[config.mk]
export PLATFORM = sky130hd
export DESIGN_NAME = iepr_regs
export DESIGN_NICKNAME = d
export VERILOG_FILES = /design/src/logic/iepr_regs.v
export VERILOG_INCLUDE_DIRS = /design/src /design/src/logic
export SDC_FILE = /design/constraint.sdc
export NUM_CORES = 1
export LEC_CHECK = 0
export ABC_CLOCK_PERIOD_IN_PS = 3000
export CORE_MARGIN = 8
export CORE_UTILIZATION = 62
export CTS_BUF_LIST = sky130_fd_sc_hd__clkbuf_16
export CTS_CLUSTER_DIAMETER = 40
export CTS_CLUSTER_SIZE = 8
export DETAILED_ROUTE_END_ITERATION = 10
export DONT_BUFFER_PORTS = 1
export MAX_ROUTING_LAYER = met4
export PLACE_DENSITY = 0.78
export RECOVER_POWER = 50
export SYNTH_ARGS = -nofsm -noshare
export SYNTH_HDL_FRONTEND = slang
export SYNTH_SLANG_ARGS = --single-unit
export TNS_END_PERCENT = 100
[constraint.sdc]
create_clock -name core_clk -period 3 [get_ports core_clk]
set_input_delay 0.6 -clock core_clk [delete_from_list [all_inputs] [get_ports core_clk]]
set_output_delay 0.6 -clock core_clk [all_outputs]
set_load 0.1 [all_outputs]
[src/logic/iepr_map.vh]
`ifndef IEPR_MAP_VH
`define IEPR_MAP_VH
// special function register addresses
`define IEPR_ADDR_EN_MAIN   8'hA8
`define IEPR_ADDR_PR_MAIN   8'hB8
`define IEPR_ADDR_PEND      8'hC0
`define IEPR_ADDR_SENSE     8'hE1
`define IEPR_ADDR_PIN_EN    8'hE8
`define IEPR_ADDR_POLARITY  8'hE9
`define IEPR_ADDR_EN_AUX    8'hF1
`define IEPR_ADDR_PIN_PR    8'hF8
`define IEPR_ADDR_PR_AUX    8'hF9
// writable bit masks, reserved positions zero
`define IEPR_EN_MAIN_MASK   8'hEF
`define IEPR_PR_MAIN_MASK   8'h6F
`define IEPR_AUX_MASK       8'h83
// field positions
`define IEPR_GLOBAL_BIT     7
// source bit positions inside the main enable and priority registers
`define IEPR_BIT_TIMER2     6
`define IEPR_BIT_I2C        5
`define IEPR_BIT_TIMER1     3
`define IEPR_BIT_EXT1       2
`define IEPR_BIT_TIMER0     1
`define IEPR_BIT_EXT0       0
// source bit positions inside the aux enable and priority registers
`define IEPR_BIT_WDOG       7
`define IEPR_BIT_MODEM_TX   1
`define IEPR_BIT_MODEM_RX   0
// source index on the request and priority outputs
`define IEPR_SRC_EXT0       0
`define IEPR_SRC_TIMER0     1
`define IEPR_SRC_EXT1       2
`define IEPR_SRC_TIMER1     3
`define IEPR_SRC_I2C        4
`define IEPR_SRC_TIMER2     5
`define IEPR_SRC_PIN_LO     6
`define IEPR_SRC_PIN_HI     13
`define IEPR_SRC_MODEM_TX   14
`define IEPR_SRC_MODEM_RX   15
`define IEPR_SRC_WDOG       16
`define IEPR_ZERO17         17'h00000
`define IEPR_RESET_VAL      8'h00
`define IEPR_ZERO8          8'h00
`endif

[src/logic/iepr_regs.v]
// How it works
// - global allow bit 7 gates every request; priority outputs and pending flags are not gated
// - enable bit one means source enabled
// - main enable: timers, i2c, ext0/1 mapping
// - pin enable bits 7..0 are pins 9..2
// - aux enable: watchdog, modem tx, rx
// - priority bit one means high priority
// - main priority mirrors main enable layout
// - pin priority bits 7..0 are pins 9..2
// - aux priority: watchdog, modem tx, rx
// - pending flags bits 7..0 are pins 9..2
// - level sense: polarity picks high or low
// - edge sense: polarity picks rising or falling
// - sense bit one edge, zero level
// - valid enabled pin event sets pending flag
`timescale 1ns/1ps
`include "iepr_map.vh"
module iepr_regs #(
   parameter NPIN = 8
) (
   // clock and reset
   input  wire              core_clk,
   input  wire              rst_b,
   // special function register port
   input  wire [7:0]        sfr_addr,
   input  wire              sfr_wr,
   input  wire              sfr_rd,
   input  wire [7:0]        sfr_wdata,
   output reg  [7:0]        sfr_rdata,
   output wire              sfr_hit,
   // pending conditions of the fixed sources, same clock
   input  wire              ext0_req,
   input  wire              timer0_req,
   input  wire              ext1_req,
   input  wire              timer1_req,
   input  wire              i2c_req,
   input  wire              timer2_req,
   input  wire              modem_tx_req,
   input  wire              modem_rx_req,
   input  wire              watchdog_req,
   // port pin interrupt inputs, asynchronous
   input  wire [NPIN-1:0]   pin_irq_in,
   // gated requests and their priority toward the decoder
   output reg  [16:0]       irq_request,
   output reg  [16:0]       irq_high_prio
);

////////////////////////////////////////////////////////////////////////
reg  [7:0]      en_main_q;
reg  [7:0]      pr_main_q;
reg  [NPIN-1:0] pend_q;
reg  [NPIN-1:0] pend_d;
reg  [NPIN-1:0] sense_q;
reg  [NPIN-1:0] pin_en_q;
reg  [NPIN-1:0] pol_q;
reg  [7:0]      en_aux_q;
reg  [NPIN-1:0] pin_pr_q;
reg  [7:0]      pr_aux_q;
reg  [NPIN-1:0] sync1_q;
reg  [NPIN-1:0] sync2_q;
reg  [NPIN-1:0] prev_q;
reg  [16:0]     pend_all;
reg  [16:0]     allow_all;
reg  [16:0]     prio_all;
wire [NPIN-1:0] pin_event;
wire            global_irq_allow;
wire [NPIN-1:0] pend_set;
reg  [16:0]     req_all;
wire            wr_en_main;
wire            wr_pr_main;
wire            wr_pend;
wire            wr_sense;
wire            wr_pin_en;
wire            wr_pol;
wire            wr_en_aux;
wire            wr_pin_pr;
wire            wr_pr_aux;

function sel;
   input [7:0] a;
   input [7:0] b;
   begin
      sel = (a == b);
   end
endfunction

// address decode shared by the hit flag
function mapped;
   input [7:0] a;
   begin
      case (a)
         `IEPR_ADDR_EN_MAIN,
         `IEPR_ADDR_PR_MAIN,
         `IEPR_ADDR_PEND,
         `IEPR_ADDR_SENSE,
         `IEPR_ADDR_PIN_EN,
         `IEPR_ADDR_POLARITY,
         `IEPR_ADDR_EN_AUX,
         `IEPR_ADDR_PIN_PR,
         `IEPR_ADDR_PR_AUX:   mapped = 1'b1;
         default:             mapped = 1'b0;
      endcase
   end
endfunction

// per-pin detector
function detect;
   input sense;
   input pol;
   input now;
   input prev;
   begin
      if (sense) begin
         detect = pol ? (now & ~prev) : (~now & prev);
      end else begin
         detect = pol ? now : ~now;
      end
   end
endfunction

////////////////////////////////////////////////////////////////////////
// pins pass two flops before any detector looks at them
always @(posedge core_clk) begin
   if (!rst_b) begin
      sync1_q <= {NPIN{1'b0}};
      sync2_q <= {NPIN{1'b0}};
      prev_q  <= {NPIN{1'b0}};
   end else begin
      sync1_q <= pin_irq_in;
      sync2_q <= sync1_q;
      prev_q  <= sync2_q;
   end
end

genvar gi;
generate
   for (gi = 0; gi < NPIN; gi = gi + 1) begin : g_det
      assign pin_event[gi] = detect(sense_q[gi], pol_q[gi], sync2_q[gi], prev_q[gi]);
   end
endgenerate

////////////////////////////////////////////////////////////////////////
// one write strobe per register
assign wr_en_main = sfr_wr & sel(sfr_addr, `IEPR_ADDR_EN_MAIN);
assign wr_pr_main = sfr_wr & sel(sfr_addr, `IEPR_ADDR_PR_MAIN);
assign wr_pend    = sfr_wr & sel(sfr_addr, `IEPR_ADDR_PEND);
assign wr_sense   = sfr_wr & sel(sfr_addr, `IEPR_ADDR_SENSE);
assign wr_pin_en  = sfr_wr & sel(sfr_addr, `IEPR_ADDR_PIN_EN);
assign wr_pol     = sfr_wr & sel(sfr_addr, `IEPR_ADDR_POLARITY);
assign wr_en_aux  = sfr_wr & sel(sfr_addr, `IEPR_ADDR_EN_AUX);
assign wr_pin_pr  = sfr_wr & sel(sfr_addr, `IEPR_ADDR_PIN_PR);
assign wr_pr_aux  = sfr_wr & sel(sfr_addr, `IEPR_ADDR_PR_AUX);

////////////////////////////////////////////////////////////////////////
// events only count on enabled pins
assign pend_set = pin_event & pin_en_q;

// pending flags: a set in the same cycle as a software clear wins
always @* begin
   pend_d = pend_q;
   if (wr_pend) begin
      pend_d = sfr_wdata[NPIN-1:0];
   end
   pend_d = pend_d | pend_set;
end

////////////////////////////////////////////////////////////////////////
always @(posedge core_clk) begin
   if (!rst_b) begin
      en_main_q <= `IEPR_RESET_VAL;
      pr_main_q <= `IEPR_RESET_VAL;
      pend_q    <= {NPIN{1'b0}};
      sense_q   <= {NPIN{1'b0}};
      pin_en_q  <= {NPIN{1'b0}};
      pol_q     <= {NPIN{1'b0}};
      en_aux_q  <= `IEPR_RESET_VAL;
      pin_pr_q  <= {NPIN{1'b0}};
      pr_aux_q  <= `IEPR_RESET_VAL;
   end else begin
      pend_q <= pend_d;
      if (wr_en_main) begin
         en_main_q <= sfr_wdata & `IEPR_EN_MAIN_MASK;
      end
      if (wr_pr_main) begin
         pr_main_q <= sfr_wdata & `IEPR_PR_MAIN_MASK;
      end
      if (wr_en_aux) begin
         en_aux_q <= sfr_wdata & `IEPR_AUX_MASK;
      end
      if (wr_pr_aux) begin
         pr_aux_q <= sfr_wdata & `IEPR_AUX_MASK;
      end
      if (wr_sense) begin
         sense_q <= sfr_wdata[NPIN-1:0];
      end
      if (wr_pin_en) begin
         pin_en_q <= sfr_wdata[NPIN-1:0];
      end
      if (wr_pol) begin
         pol_q <= sfr_wdata[NPIN-1:0];
      end
      if (wr_pin_pr) begin
         pin_pr_q <= sfr_wdata[NPIN-1:0];
      end
   end
end

////////////////////////////////////////////////////////////////////////
assign sfr_hit = mapped(sfr_addr);

// read data registered, one cycle after the read strobe
always @(posedge core_clk) begin
   if (!rst_b) begin
      sfr_rdata <= `IEPR_ZERO8;
   end else if (sfr_rd) begin
      case (sfr_addr)
         `IEPR_ADDR_EN_MAIN:  sfr_rdata <= en_main_q;
         `IEPR_ADDR_PR_MAIN:  sfr_rdata <= pr_main_q;
         `IEPR_ADDR_PEND:     sfr_rdata <= pend_q;
         `IEPR_ADDR_SENSE:    sfr_rdata <= sense_q;
         `IEPR_ADDR_PIN_EN:   sfr_rdata <= pin_en_q;
         `IEPR_ADDR_POLARITY: sfr_rdata <= pol_q;
         `IEPR_ADDR_EN_AUX:   sfr_rdata <= en_aux_q;
         `IEPR_ADDR_PIN_PR:   sfr_rdata <= pin_pr_q;
         `IEPR_ADDR_PR_AUX:   sfr_rdata <= pr_aux_q;
         default:             sfr_rdata <= `IEPR_ZERO8;
      endcase
   end
end

////////////////////////////////////////////////////////////////////////
// source order: ext0, t0, ext1, t1, i2c, t2, pins 2..9, mtx, mrx, wd
assign global_irq_allow = en_main_q[`IEPR_GLOBAL_BIT];

always @* begin
   pend_all[`IEPR_SRC_EXT0]                    = ext0_req;
   pend_all[`IEPR_SRC_TIMER0]                  = timer0_req;
   pend_all[`IEPR_SRC_EXT1]                    = ext1_req;
   pend_all[`IEPR_SRC_TIMER1]                  = timer1_req;
   pend_all[`IEPR_SRC_I2C]                     = i2c_req;
   pend_all[`IEPR_SRC_TIMER2]                  = timer2_req;
   pend_all[`IEPR_SRC_PIN_HI:`IEPR_SRC_PIN_LO] = pend_q;
   pend_all[`IEPR_SRC_MODEM_TX]                = modem_tx_req;
   pend_all[`IEPR_SRC_MODEM_RX]                = modem_rx_req;
   pend_all[`IEPR_SRC_WDOG]                    = watchdog_req;
   allow_all[`IEPR_SRC_EXT0]                    = en_main_q[`IEPR_BIT_EXT0];
   allow_all[`IEPR_SRC_TIMER0]                  = en_main_q[`IEPR_BIT_TIMER0];
   allow_all[`IEPR_SRC_EXT1]                    = en_main_q[`IEPR_BIT_EXT1];
   allow_all[`IEPR_SRC_TIMER1]                  = en_main_q[`IEPR_BIT_TIMER1];
   allow_all[`IEPR_SRC_I2C]                     = en_main_q[`IEPR_BIT_I2C];
   allow_all[`IEPR_SRC_TIMER2]                  = en_main_q[`IEPR_BIT_TIMER2];
   allow_all[`IEPR_SRC_PIN_HI:`IEPR_SRC_PIN_LO] = pin_en_q;
   allow_all[`IEPR_SRC_MODEM_TX]                = en_aux_q[`IEPR_BIT_MODEM_TX];
   allow_all[`IEPR_SRC_MODEM_RX]                = en_aux_q[`IEPR_BIT_MODEM_RX];
   allow_all[`IEPR_SRC_WDOG]                    = en_aux_q[`IEPR_BIT_WDOG];
   prio_all[`IEPR_SRC_EXT0]                    = pr_main_q[`IEPR_BIT_EXT0];
   prio_all[`IEPR_SRC_TIMER0]                  = pr_main_q[`IEPR_BIT_TIMER0];
   prio_all[`IEPR_SRC_EXT1]                    = pr_main_q[`IEPR_BIT_EXT1];
   prio_all[`IEPR_SRC_TIMER1]                  = pr_main_q[`IEPR_BIT_TIMER1];
   prio_all[`IEPR_SRC_I2C]                     = pr_main_q[`IEPR_BIT_I2C];
   prio_all[`IEPR_SRC_TIMER2]                  = pr_main_q[`IEPR_BIT_TIMER2];
   prio_all[`IEPR_SRC_PIN_HI:`IEPR_SRC_PIN_LO] = pin_pr_q;
   prio_all[`IEPR_SRC_MODEM_TX]                = pr_aux_q[`IEPR_BIT_MODEM_TX];
   prio_all[`IEPR_SRC_MODEM_RX]                = pr_aux_q[`IEPR_BIT_MODEM_RX];
   prio_all[`IEPR_SRC_WDOG]                    = pr_aux_q[`IEPR_BIT_WDOG];
   req_all = pend_all & allow_all & {17{global_irq_allow}};
end

////////////////////////////////////////////////////////////////////////
// request outputs registered so the decoder sees a clean value
always @(posedge core_clk) begin
   if (!rst_b) begin
      irq_request <= `IEPR_ZERO17;
   end else begin
      irq_request <= req_all;
   end
end

always @(posedge core_clk) begin
   if (!rst_b) begin
      irq_high_prio <= `IEPR_ZERO17;
   end else begin
      irq_high_prio <= prio_all;
   end
end

endmodule

==> flow_summary.ini <==
[outcome]
status = completed

[final_layout]
design_area_um2 = 5540
syn_to_final_growth_pct = 12.9
drive_gt1_frac = 0.0790
antennaDiodeCount = 0
fin_nets = 543
seq_area_um2 = 2500
nFillCells = 578
layout_commonest_cell = dfxtp_1
multi_input_area_um2 = 2260
final_cells = 621
layout_common_cells = dfxtp_1 (125), nand2_1 (54), mux2i_1 (43)

[worst_setup_path]
reg2reg_from = pol_q[7]
setup.worst_path.start_class = input port
cp.arrival_ns = 2.01
cp.required_ns = 2.40
critPathKind = input port to primary output
r2r_end = sfr_rdata[7]
ff2ff_path_depth = 5
reg2reg_slack_ns = 1.40
startpoint = sfr_addr[1]
critPathCaptureType = primary output
cp_max_fo = 5

[run]
cap_viol_max_count = 0

[yosys]
synth_edf_count = 0
avgSynthCellArea_um2 = 9.66
yosysSeqAreaShare = 0.510
synth_flop_cell = dfxtp_1
yosys_warnings = 0
synth-async-reset-ratio = 0
yosys-top-cells-area = dfxtp_1 (51%), mux2i_1 (8.8%), a21boi_0 (5.4%)
synthesis.instances = 508
syn_area_um2 = 4910
synth_top_area_share = 0.510
synth_nets = 545
synth_cell_types = 41
yosysTopAreaCell = dfxtp_1
ys_ff_latch = 125

[power]
power_density_nw_per_um2 = 677
clkPwrFrac = 0.538
seq_power_share = 0.448
vdd.ir_drop.worst_mv = 0.384
p_sw_frac = 0.216
p_int_uw = 2940
p_leak_uw = 0.00205
power_switching_uw = 811
comb_power_share = 0.014

[timing]
final-max-slew-violation-count = 0
worst_hold_slack_ns = 0.314
fin_crit_ns = 2.61
rsz0062_at_grt = no
setup_viol_count_final = 0
fin_crit_sh = 0.870
fmax_ghz = 0.383
worst_pin_slew_ns = 0.978
setup_tns_ns = 0
hold_viol_final = 0
clock_skew_ns = 0.00755
maxSlewHeadroom = 0.347

[clocking]
cts.sinks = 125
postCtsHoldBufs = 0
htree_num_levels = 4
numCtsBuffers = 17
cts_resized = 0
clkTransAtPathRegs_ns = 0.06
clock_latency_ns = 0.41
root_buffer = clkbuf_16
cts_buffer_depth = 2
cts_setup_buffers = 0
cts_tree = built

[place]
placed_area_um2 = 4980
port_buffers = 0
place.gp.congestion = 0.888
dp_hpwl_mm = 8.20
place_inst = 589

[die]
row_count = 32
die_area_um2 = 11000
pin_count = 80
core-area_um2 = 7690
initial_core_util = 0.638
fp.dieH_um = 105
fp.dieW_um = 105

[detailed_routing]
drcViolationCount = 0
vias = 3739
wl_per_cell_um = 19.3
drtPass1Iterations = 5
postRouteAntennaNets = 0
routed_wl_mm = 12.0
via_per_inst = 6.02
drt_iter0_drc = 306

[grt]
grt_start_max_net_pins = 104
grt.total_usage = 0.227
antenna_found_initial = 0
grt_pass1_vias = 3656
grt_pass1_wl_mm = 19.5
grt-ovfl-total = 0

[worst_hold_path]
worstHoldPathCells = 1
hp-start = pin_irq_in[6]
holdPathEnd = sync1_q[6]
hold_class = input port to register
-- cells by family after synthesis --
group	Yosys count	synth area share
DFF	125	0.510
buffers and inverters	31	0.0291
and+or+nand+nor	209	0.233
muxes	46	0.0946
AOI/OAI and AO/OA	97	0.133
-- state kept, by name (all words and copies together) (netlist names), 7 cells and up --
name           cells
sync2_q            8
pin_pr_q           8
irq_request       17
en_main_q          7
sync1_q            8
sense_q            8
sfr_rdata          8
pend_q             8
prev_q             8
pol_q              8
pin_en_q           8
irq_high_prio     17
-- layer usage --
metal | routed length (um) | vias up | global-route usage
li1 | - | 1780 | -
met1 | 5180 | 1779 | 0.273
met2 | 5720 | 168 | 0.357
met3 | 975 | 12 | 0.0620
met4 | 101 | 0 | 0.0775
met5 | 0 | - | -
-- layout make-up --
| type | instances | share of cell area |
|---|---|---|
| clock buffer | 17 | 0.0768 |
| clock inverter | 15 | 0.0289 |
| multi-input combinational | 352 | 0.408 |
| sequential | 125 | 0.452 |
| tap | 102 | 0.0230 |
| timing repair buffer | 10 | 0.0117 |
-- per-stage QoR --
step	utilization	total power, uW	setup slack [ns]
2_1_floorplan	-	1790	0.376
3_3_place_gp	0.648	1770	0.532
3_5_place_dp	0.648	1770	0.504
4_1_cts	0.724	3770	0.502
5_1_grt	0.721	3860	0.315
6_report	0.721	3750	0.390
-- synth_stat cells (all sizes together), types with 2 or more instances --
master / count
a211oi: 6
a21boi: 35
a21oi: 9
a22o: 3
a22oi: 7
and2: 42
and3: 18
and4: 2
buf: 8
clkbuf: 23
dfxtp: 125
mux2: 3
mux2i: 43
nand2: 54
nand3: 21
nand4b: 2
nor2: 10
nor2b: 36
nor3: 13
nor3b: 2
o21ai: 24
o22ai: 3
o2bb2ai: 5
or3: 2
-- worst max-delay path, cell delays in order --
cell	delay (ns)
or4b_1	0.61
nor3_1	0.29
or3_1	0.19
or2_2	0.15
buf_12	0.17
-- power groups by stage --
stage          Clock, uW  Sequential (uW)  Combinational [uW]
3_5_place_dp           0             1720                52.8
4_1_cts             2030             1680                53.0
6_report            2020             1680                51.7
5_1_grt             2120             1680                55.9
3_3_place_gp           0             1720                52.2
2_1_floorplan          0             1720                77.5
-- how the worst max path moves through the flow --
stage	end	slack, ns	cells past startpoint
floorplan	sfr_hit	0.38	5
global placement	sfr_hit	0.53	5
detailed placement	sfr_hit	0.50	5
CTS	sfr_hit	0.50	5
global route	sfr_hit	0.32	5
finish	sfr_hit	0.39	5
Power figures use the tool's default switching activity.
